===== config.mk =====
export PLATFORM = sky130hd
export DESIGN_NAME = pulse_index_decoder
export DESIGN_NICKNAME = d
export VERILOG_FILES = /design/src/pulse_fifo.v /design/src/pulse_index_decoder.v
export VERILOG_INCLUDE_DIRS = /design/src
export SDC_FILE = /design/constraint.sdc
export NUM_CORES = 1
export LEC_CHECK = 0
export ABC_AREA = 1
export BUFFER_PORTS_ARGS = -buffer_cell sky130_fd_sc_hd__buf_2
export CAP_MARGIN = 15
export CORE_ASPECT_RATIO = 2
export CORE_MARGIN = 2
export CORE_UTILIZATION = 29
export DETAILED_ROUTE_END_ITERATION = 6
export PLACE_DENSITY = 0.5
export REMOVE_ABC_BUFFERS = 1
export SLEW_MARGIN = 10
export SYNTH_ARGS = -nofsm -noshare
export SYNTH_HDL_FRONTEND = slang
export SYNTH_SLANG_ARGS = --single-unit

===== constraint.sdc =====
create_clock -name clk -period 28 [get_ports clk]
set_input_delay 1.4 -clock clk [delete_from_list [all_inputs] [get_ports clk]]
set_output_delay 1.4 -clock clk [all_outputs]
set_load 0.05 [all_outputs]

===== src/pulse_dec_regs.vh =====
// Constants for the algebraic pulse index decoder
// Behaviour
// - A 24-bit field is read as the raw joint value.
// - Raw value below the joint threshold is the combined index as is.
// - Otherwise fetch one bit, form raw*2+bit, subtract the threshold.
// - Combined index splits into quotient and remainder by second-track span.
// - Offset table gives pulsed-position count, sign index and joint index.
// - Joint index mod binomial is position index, quotient is multiplicity.
// - Positions come from subtracting binomials until the remainder drops.
// - Three pulses per index; extra pulses are three minus positions.
// - Extra-pulse locations: upward scan, keep last value leaving room.
// - Counts start at one per position, plus one per extra location.
// - Positions, counts and signs give the full pulse pattern per track.
// - Multi-track parameters are looked up by each track's pulse count.
// - Shared high field unpacks by chained modulo and division per track.
// - Each track's high part joins its low part into the track index.
// - The received index fixes positions and signed pulse amplitudes.
// - Sharpening applies only when the integer pitch lag is below 64.
// - Periodicity feedback coefficient is 0.85, with a tilt stage.
// - Tilt clamps to 0.28..0.56 at the two high rates, else 0.0..0.5.
// - Formant weighting 0.75/0.9 at 12800 Hz, 0.8/0.92 at 16000 Hz.
`ifndef PULSE_DEC_REGS_VH
`define PULSE_DEC_REGS_VH

`define RAW_BITS      24
`define JOINT_THR     25'h0371c00
`define PULSES_Q      3
`define PPT_Q         2
`define TRACK_LEN     16
`define W2_SPAN       13'h1560
`define OFF_N2        13'h0020
`define OFF_N3        13'h03e0
`define C_M_1         13'h0010
`define C_M_2         13'h0078
`define C_M_3         13'h0230
`define SUBFR_LEN     8'h40
`define PERIOD_GAIN   16'h6ccd
`define TILT_MIN_HI   16'h23d7
`define TILT_MAX_HI   16'h47ae
`define TILT_MIN_LO   16'h0000
`define TILT_MAX_LO   16'h4000
`define ETA1_12K8     16'h6000
`define ETA2_12K8     16'h7333
`define ETA1_16K      16'h6666
`define ETA2_16K      16'h75c3
`define HB_BITS       4'h2
`define HB_RANGE      16'h0003
`define FIFO_W        8
`define FIFO_D        8

`endif


===== src/pulse_fifo.v =====
// Small FIFO with a registered output stage
`timescale 1ns/100ps
`default_nettype none
module pulse_fifo #(
    parameter W  = 8,
    parameter D  = 8,
    parameter AW = 3
) (
    // Clock and reset
    input  wire         clk,
    input  wire         rstn,
    // Fill side
    input  wire         in_valid,
    output wire         in_ready,
    input  wire [W-1:0] in_data,
    // Drain side
    output reg          out_valid_r,
    input  wire         out_ready,
    output reg  [W-1:0] out_data_r,
    output wire         empty
);
    reg [W-1:0] mem [0:D-1];
    reg [AW-1:0] wp_r;
    reg [AW-1:0] rp_r;
    reg [AW:0]   cnt_r;
    wire push = in_valid && in_ready;
    wire pop  = (cnt_r != 0) && (!out_valid_r || out_ready);

    assign in_ready = (cnt_r != D[AW:0]);
    assign empty    = (cnt_r == 0) && !out_valid_r;

    always @(posedge clk) begin
        if (push) begin
            mem[wp_r] <= in_data;
        end
    end

    always @(posedge clk or negedge rstn) begin
        if (!rstn) begin
            wp_r        <= {AW{1'b0}};
            rp_r        <= {AW{1'b0}};
            cnt_r       <= {(AW+1){1'b0}};
            out_valid_r <= 1'b0;
            out_data_r  <= {W{1'b0}};
        end else begin
            if (push) begin
                wp_r <= wp_r + 1'b1;
            end
            if (pop) begin
                rp_r       <= rp_r + 1'b1;
                out_data_r <= mem[rp_r];
            end
            if (push && !pop) begin
                cnt_r <= cnt_r + 1'b1;
            end else if (pop && !push) begin
                cnt_r <= cnt_r - 1'b1;
            end
            if (pop) begin
                out_valid_r <= 1'b1;
            end else if (out_ready) begin
                out_valid_r <= 1'b0;
            end
        end
    end
endmodule // pulse_fifo
`default_nettype wire


===== src/pulse_index_decoder.v =====
// Algebraic pulse index decoder with pre-filter parameters
`timescale 1ns/100ps
`default_nettype none
`include "pulse_dec_regs.vh"
module pulse_index_decoder (
    // Clock and reset
    input  wire        clk,
    input  wire        rstn,
    // Subframe request
    input  wire        start,
    input  wire [23:0] raw_joint,
    output reg         more_bit_req_r,
    input  wire        more_bit_valid,
    input  wire        more_bit,
    // Multi-track fields
    input  wire [15:0] final_index_0,
    input  wire [15:0] final_index_1,
    input  wire [15:0] final_index_2,
    input  wire [15:0] final_index_3,
    input  wire [15:0] shared_high_field,
    input  wire [2:0]  pulses_0,
    input  wire [2:0]  pulses_1,
    input  wire [2:0]  pulses_2,
    input  wire [2:0]  pulses_3,
    // Pre-filter controls
    input  wire [7:0]  pitch_lag_int,
    input  wire [15:0] prev_voicing,
    input  wire        rate_high,
    input  wire        sr_16k,
    input  wire        formant_req,
    // Pulse pattern stream
    output wire        pulse_valid,
    input  wire        pulse_ready,
    output wire [7:0]  pulse_data,
    // Results
    output reg         busy_r,
    output reg         done_r,
    output reg  [15:0] track_index_0_r,
    output reg  [15:0] track_index_1_r,
    output reg  [15:0] track_index_2_r,
    output reg  [15:0] track_index_3_r,
    output reg         sharpen_en_r,
    output reg  [15:0] period_gain_r,
    output reg  [15:0] tilt_r,
    output reg         formant_en_r,
    output reg  [15:0] eta1_r,
    output reg  [15:0] eta2_r
);
    localparam [8:0] S_IDLE = 9'h001, S_FETCH = 9'h002, S_SPLIT = 9'h004,
                     S_OFFS = 9'h008, S_POS = 9'h010, S_MULT = 9'h020,
                     S_EMIT = 9'h040, S_MT = 9'h080, S_DONE = 9'h100;

    reg [8:0]  st_r;
    reg [24:0] joint_r;
    reg [12:0] ind1_r, ind2_r;
    reg        tr_r;
    reg [1:0]  n_r;
    reg [2:0]  sgn_r;
    reg [12:0] rem_r;
    reg [12:0] i3_r;
    reg [1:0]  k_r;
    reg [3:0]  p_r;
    reg [11:0] pos_r;
    reg [5:0]  cnt_r;
    reg [1:0]  h_r, q_r, qs_r, best_r;
    reg [12:0] bestd_r;
    reg [1:0]  e_r;
    reg [24:0] joint_nxt;

    // Binomial for the small orders used here
    function integer comb;
        input integer n;
        input integer k;
        begin
            if (n < k || n < 0)
                comb = 0;
            else if (k == 0)
                comb = 1;
            else if (k == 1)
                comb = n;
            else
                comb = (n * (n - 1)) / 2;
        end
    endfunction

    // Per-count track parameters: low field width
    function [3:0] low_bits;
        input [2:0] pc;
        begin
            case (pc)
                3'd1:    low_bits = 4'd4;
                3'd2:    low_bits = 4'd8;
                3'd3:    low_bits = 4'd11;
                default: low_bits = 4'd12;
            endcase
        end
    endfunction

    wire        fifo_in_ready;
    wire        fifo_empty;
    wire [1:0]  dn = 2'd3 - n_r;
    wire [24:0] quo_w = joint_r / `W2_SPAN;
    wire [24:0] mod_w = joint_r % `W2_SPAN;
    wire        emit_now = st_r[6] && fifo_in_ready;

    // Offset table lookup for the current track
    reg [12:0] tind, loc, i23, cmn;
    reg [1:0]  nsel;
    always @* begin
        tind = tr_r ? ind2_r : ind1_r;
        if (tind >= `OFF_N3) begin
            nsel = 2'd3;
            loc  = tind - `OFF_N3;
            cmn  = `C_M_3;
        end else if (tind >= `OFF_N2) begin
            nsel = 2'd2;
            loc  = tind - `OFF_N2;
            cmn  = `C_M_2;
        end else begin
            nsel = 2'd1;
            loc  = tind;
            cmn  = `C_M_1;
        end
        i23 = loc >> nsel;
    end

    // One step of position unranking and multiplicity scan
    reg [12:0] cpos, dq;
    integer    ci, cj, ck;
    always @* begin
        ci   = comb(`TRACK_LEN - 1 - p_r, n_r - 1 - k_r);
        cpos = ci[12:0];
        cj   = comb(`PPT_Q - h_r - qs_r, dn);
        ck   = comb(`PPT_Q - h_r - q_r, dn);
        dq   = cj[12:0] - ck[12:0];
    end

    // Multi-track high field unpacking
    reg [31:0] acc, md;
    reg [15:0] hi0, hi1, hi2, hi3;
    reg [15:0] hpart0, hpart1, hpart2, hpart3;
    always @* begin
        hpart0 = final_index_0 >> low_bits(pulses_0);
        hpart1 = final_index_1 >> low_bits(pulses_1);
        hpart2 = final_index_2 >> low_bits(pulses_2);
        hpart3 = final_index_3 >> low_bits(pulses_3);
        acc = {16'h0000, shared_high_field};
        acc = (acc << `HB_BITS) | {16'h0000, hpart3};
        acc = (acc << `HB_BITS) | {16'h0000, hpart2};
        md  = acc % `HB_RANGE;
        hi3 = md[15:0];
        acc = acc / `HB_RANGE;
        acc = (acc << `HB_BITS) | {16'h0000, hpart1};
        md  = acc % `HB_RANGE;
        hi2 = md[15:0];
        acc = acc / `HB_RANGE;
        acc = (acc << `HB_BITS) | {16'h0000, hpart0};
        md  = acc % `HB_RANGE;
        hi1 = md[15:0];
        acc = acc / `HB_RANGE;
        hi0 = acc[15:0];
        if (raw_joint < `JOINT_THR)
            joint_nxt = {1'b0, raw_joint};
        else
            joint_nxt = 25'h0;
    end

    // Low part masks, joined with the unpacked high parts
    function [15:0] join_idx;
        input [15:0] hi;
        input [15:0] fin;
        input [2:0]  pc;
        reg   [15:0] mask;
        begin
            mask     = (16'h0001 << low_bits(pc)) - 16'h0001;
            join_idx = (hi << low_bits(pc)) | (fin & mask);
        end
    endfunction

    always @(posedge clk or negedge rstn) begin
        if (!rstn) begin
            st_r <= S_IDLE;
            joint_r <= 25'h0;
            ind1_r <= 13'h0;
            ind2_r <= 13'h0;
            tr_r <= 1'b0;
            n_r <= 2'd1;
            sgn_r <= 3'h0;
            rem_r <= 13'h0;
            i3_r <= 13'h0;
            k_r <= 2'd0;
            p_r <= 4'h0;
            pos_r <= 12'h0;
            cnt_r <= 6'h0;
            h_r <= 2'd0;
            q_r <= 2'd0;
            qs_r <= 2'd0;
            best_r <= 2'd0;
            bestd_r <= 13'h0;
            e_r <= 2'd0;
            more_bit_req_r <= 1'b0;
            busy_r <= 1'b0;
            done_r <= 1'b0;
            track_index_0_r <= 16'h0;
            track_index_1_r <= 16'h0;
            track_index_2_r <= 16'h0;
            track_index_3_r <= 16'h0;
            sharpen_en_r <= 1'b0;
            period_gain_r <= 16'h0;
            tilt_r <= 16'h0;
            formant_en_r <= 1'b0;
            eta1_r <= 16'h0;
            eta2_r <= 16'h0;
        end else begin
            done_r <= 1'b0;
            case (st_r)
                S_IDLE: begin
                    if (start) begin
                        busy_r  <= 1'b1;
                        tr_r    <= 1'b0;
                        joint_r <= joint_nxt;
                        sharpen_en_r  <= (pitch_lag_int < `SUBFR_LEN);
                        period_gain_r <= `PERIOD_GAIN;
                        if (rate_high)
                            tilt_r <= (prev_voicing < `TILT_MIN_HI) ?
                                `TILT_MIN_HI : (prev_voicing > `TILT_MAX_HI) ?
                                `TILT_MAX_HI : prev_voicing;
                        else
                            tilt_r <= (prev_voicing > `TILT_MAX_LO) ?
                                `TILT_MAX_LO : prev_voicing;
                        formant_en_r <= formant_req;
                        eta1_r <= sr_16k ? `ETA1_16K : `ETA1_12K8;
                        eta2_r <= sr_16k ? `ETA2_16K : `ETA2_12K8;
                        if (raw_joint < `JOINT_THR) begin
                            st_r <= S_SPLIT;
                        end else begin
                            joint_r <= {1'b0, raw_joint};
                            more_bit_req_r <= 1'b1;
                            st_r <= S_FETCH;
                        end
                    end
                end
                S_FETCH: begin
                    if (more_bit_valid) begin
                        more_bit_req_r <= 1'b0;
                        joint_r <= {joint_r[23:0], more_bit} -
                                   `JOINT_THR;
                        st_r <= S_SPLIT;
                    end
                end
                S_SPLIT: begin
                    ind1_r <= quo_w[12:0];
                    ind2_r <= mod_w[12:0];
                    st_r   <= S_OFFS;
                end
                S_OFFS: begin
                    n_r   <= nsel;
                    sgn_r <= loc[2:0] & ((3'h1 << nsel) - 3'h1);
                    rem_r <= i23 % cmn;
                    i3_r  <= i23 / cmn;
                    cnt_r <= (nsel == 2'd3) ? 6'h15 :
                             (nsel == 2'd2) ? 6'h05 : 6'h01;
                    pos_r <= 12'h0;
                    k_r <= 2'd0;
                    p_r <= 4'h0;
                    st_r <= S_POS;
                end
                S_POS: begin
                    p_r <= p_r + 4'h1;
                    if (rem_r < cpos) begin
                        pos_r[k_r*4 +: 4] <= p_r;
                        k_r <= k_r + 2'd1;
                        if (k_r + 2'd1 == n_r) begin
                            h_r <= 2'd0;
                            q_r <= 2'd0;
                            qs_r <= 2'd0;
                            best_r <= 2'd0;
                            bestd_r <= 13'h0;
                            st_r <= (dn == 2'd0) ? S_EMIT : S_MULT;
                        end
                    end else begin
                        rem_r <= rem_r - cpos;
                    end
                end
                S_MULT: begin
                    if (i3_r >= dq) begin
                        best_r  <= q_r;
                        bestd_r <= dq;
                    end
                    if (q_r + 2'd1 >= n_r) begin
                        if (i3_r >= dq) begin
                            cnt_r[q_r*2 +: 2] <= cnt_r[q_r*2 +: 2] + 2'd1;
                            i3_r <= i3_r - dq;
                            qs_r <= q_r;
                            q_r  <= q_r;
                        end else begin
                            cnt_r[best_r*2 +: 2] <=
                                cnt_r[best_r*2 +: 2] + 2'd1;
                            i3_r <= i3_r - bestd_r;
                            qs_r <= best_r;
                            q_r  <= best_r;
                        end
                        bestd_r <= 13'h0;
                        h_r <= h_r + 2'd1;
                        if (h_r + 2'd1 == dn) begin
                            e_r <= 2'd0;
                            st_r <= S_EMIT;
                        end
                    end else begin
                        q_r <= q_r + 2'd1;
                    end
                end
                S_EMIT: begin
                    if (fifo_in_ready) begin
                        e_r <= e_r + 2'd1;
                        if (e_r + 2'd1 == n_r) begin
                            e_r  <= 2'd0;
                            tr_r <= 1'b1;
                            st_r <= tr_r ? S_MT : S_OFFS;
                        end
                    end
                end
                S_MT: begin
                    track_index_0_r <= join_idx(hi0, final_index_0,
                                                pulses_0);
                    track_index_1_r <= join_idx(hi1, final_index_1, pulses_1);
                    track_index_2_r <= join_idx(hi2, final_index_2, pulses_2);
                    track_index_3_r <= join_idx(hi3, final_index_3, pulses_3);
                    st_r <= S_DONE;
                end
                S_DONE: begin
                    busy_r <= 1'b0;
                    done_r <= 1'b1;
                    st_r   <= S_IDLE;
                end
                default: begin
                    st_r <= S_IDLE;
                end
            endcase
        end
    end

    // Entry: track, position, count, sign; the sign makes it signed
    wire [7:0] entry = {tr_r, pos_r[e_r*4 +: 4], cnt_r[e_r*2 +: 2],
                        sgn_r[e_r]};

    pulse_fifo #(
        .W  (`FIFO_W),
        .D  (`FIFO_D),
        .AW (3)
    ) u_fifo (
        .clk         (clk),
        .rstn        (rstn),
        .in_valid    (emit_now),
        .in_ready    (fifo_in_ready),
        .in_data     (entry),
        .out_valid_r (pulse_valid),
        .out_ready   (pulse_ready),
        .out_data_r  (pulse_data),
        .empty       (fifo_empty)
    );
endmodule // pulse_index_decoder
`default_nettype wire


==> results.json <==
{
  "clk_latency_ns": 0.61,
  "areaGrowthSynthToFinish_pct": 12.06,
  "yosysSeqAreaShare_pct": 24.18,
  "gp_congestion": 0.9204,
  "ys_types": 80,
  "final-hold-violation-count": 0,
  "crit_top_cell": "nand2_1",
  "end_kind": "register",
  "cts_inserted_buffers": 37,
  "numClockSinks": 310,
  "ys_warn_count": 0,
  "layout_min_cycle_time_ns": 15.76,
  "hold_class": "register to register",
  "die_w_um": 244.1,
  "dp_hpwl_um": 92800,
  "worst-slew-pin-transition_ns": 1.084,
  "path_class": "input pin to register",
  "cts_root_buffer": "clkbuf_16",
  "synth_ff_type": "dfrtp_1",
  "multi_input_area_um2": 21740,
  "nFillCells": 12610,
  "drtPass1Iterations": 7,
  "num_io_pins": 291,
  "grt_pass1_wl_um": 176600,
  "setup_viol": 0,
  "cts_resized": 0,
  "synth_edf_count": 64,
  "status": "complete, no violations",
  "critical_path.max_fanout": 22,
  "initial_core_util_pct": 29.13,
  "via_count": 32630,
  "tns_ns": 0,
  "rows": 176,
  "wirelength_um": 112300,
  "grt_max_degree": 105,
  "yosysTopAreaCell": "dfrtp_1",
  "drv_cap": 0,
  "start_kind": "input pin",
  "core_um2": 114700,
  "finalCritPeriodShare_pct": 56.27,
  "post_drt_wl_per_cell_um": 16.73,
  "antenna_found_initial": 14,
  "synth_seq_cells": 310,
  "setup_slack_ns": 12.24,
  "synth_top_area_share_pct": 18.27,
  "critPathMaxStageDelay_ns": 0.43,
  "vias_per_cell": 4.863,
  "cts_buffer_depth": 3,
  "ys_async_sr_fraction_pct": 79.35,
  "track_usage_pct": 18.85,
  "relSlewSlack_pct": 27.00,
  "drive_above_1_share_pct": 11.88,
  "yosysMostFrequentCell": "nand2_1",
  "seq_area_um2": 8080,
  "synthCells": 4942,
  "syn_area_per_cell_um2": 6.763,
  "synthTopCellsByArea": "dfrtp_1 18%, nand2_1 13%, ha_1 8.8%, inv_1 8.4%, o21ai_0 5.9%",
  "fmax_mhz": 63.47,
  "io_buffers": 265,
  "finish.net_count": 5635,
  "rsz0062_at_grt": "false",
  "stdcell_count": 6710,
  "postRouteAntennaNets": 0,
  "drtIter0Drc": 1404,
  "die_area_um2": 118100,
  "fin_skew_ns": 0.04561,
  "place_inst": 6639,
  "route.detailed.drc": 0,
  "hold_buffers": 0,
  "cts_setup_buffers": 0,
  "die_h_um": 484.1,
  "grt_pass1_vias": 32850,
  "post-place-ws_ns": 11.77,
  "cp.arrival_ns": 16.27,
  "synth_area_um2": 33420,
  "grt_overflow": 0,
  "cp.required_ns": 28.51,
  "synth_common_cells": "1200 x nand2_1, 745 x inv_1, 443 x nor2_1, 391 x o21ai_0, 303 x nand3_1",
  "path_clk_slew_ns": 0.06,
  "h-tree-depth": 2,
  "drv_slew": 0,
  "cts_tree": "done",
  "critPathSlowestCell": "nand2_1"
}
==> area by class of cell <==
class | instances | share of cell area [%]
multi-input cells | 3730 | 58.03
well taps | 1513 | 5.054
clock inverters | 22 | 0.5579
diodes | 5 | 0.03341
repair buffers | 293 | 4.162
inverters | 793 | 7.964
clock buffers | 44 | 2.622
flip-flops and latches | 310 | 21.57
==> layer usage <==
metal,up-vias,track usage (%),wire (um)
met5,-,0,82
met4,12,9.411,6256
met3,233,2.254,4212
met2,710,38.41,62610
met1,15170,18.06,39120
li1,16510,-,-
==> critical path, delay by kind of cell <==
family                   cells  cell delay (ns)
XOR/XNOR                     3             0.66
adder cells (fa/ha/maj)     10             2.30
AO/OA/AOI/OAI                8             1.40
buffers and inverters       15             1.85
AND/OR/NAND/NOR             62             8.62
==> placed cells by master, fill, tap and decap left out, drive strengths merged, types with 5 or more instances in the layout <==
cell type,count
o2111ai,9
o21ai,445
a211oi,16
xor2,102
a21oi,205
o221ai,21
nand2,1306
or2,48
buf,293
clkinv,25
nor4,13
edfxtp,64
fa,85
a41oi,5
a221oi,8
clkbuf,44
a32o,6
a22oi,12
o211ai,30
o21bai,24
dfrtp,244
nor2,470
nor3,51
diode,5
ha,236
a22o,5
nand4,66
and2,7
nand3,325
mux2i,11
xnor2,46
nand3b,15
a21o,9
o31ai,30
conb,36
inv,786
a31oi,25
o22ai,34
==> logic make-up (layout without fill, tap and decap cells) <==
family	count (synthesis)	after routing	synth area share, %
AND/OR/NAND/NOR	2309	2309	30.52
buffers and inverters	936	1152	11.22
AO/OA/AOI/OAI	903	903	15.73
adder cells (fa/ha/maj)	321	321	13.93
flip-flops	310	310	24.18
XOR/XNOR	148	148	4.002
multiplexers	13	13	0.3968
other	2	41	0.02247
==> final timing paths <==
kind,slack (ns),to,cells past startpoint,from
setup / recovery,12.24,track_index_1_r[15],98,pulses_2[1]
hold reg to reg,0.47,track_index_1_r[5],2,track_index_1_r[5]
setup reg to reg,12.90,rem_r[8],78,tr_r
hold / removal,0.47,track_index_1_r[5],2,track_index_1_r[5]
min in group asynchronous,0.74,track_index_1_r[14],1,rstn
max in group asynchronous,25.74,rem_r[11],2,rstn
==> per-stage QoR <==
| step | util (%) | instance area [um^2] | hold WS [ns] |
|---|---|---|---|
| 6_report | 32.65 | 37450 | 0.4730 |
| 5_1_grt | 32.64 | 37450 | 0.4955 |
| 4_1_cts | 32.64 | 37440 | 0.4762 |
| 3_5_place_dp | 31.60 | 36250 | 0.4584 |
| 3_3_place_gp | 31.60 | 36250 | 0.4551 |
| 2_1_floorplan | - | 32780 | 0.4414 |
==> sequential cells by signal, indices dropped and copies added, names as in the netlist, 16 cells and up <==
register	flops
u_fifo.mem	64
track_index_3_r	16
track_index_0_r	16
track_index_1_r	16
track_index_2_r	16
tilt_r	16
joint_r	25
Power is left out: the tool's default activity adds up to more than one toggle a clock period on the data nets, which glitch-free logic cannot reach.
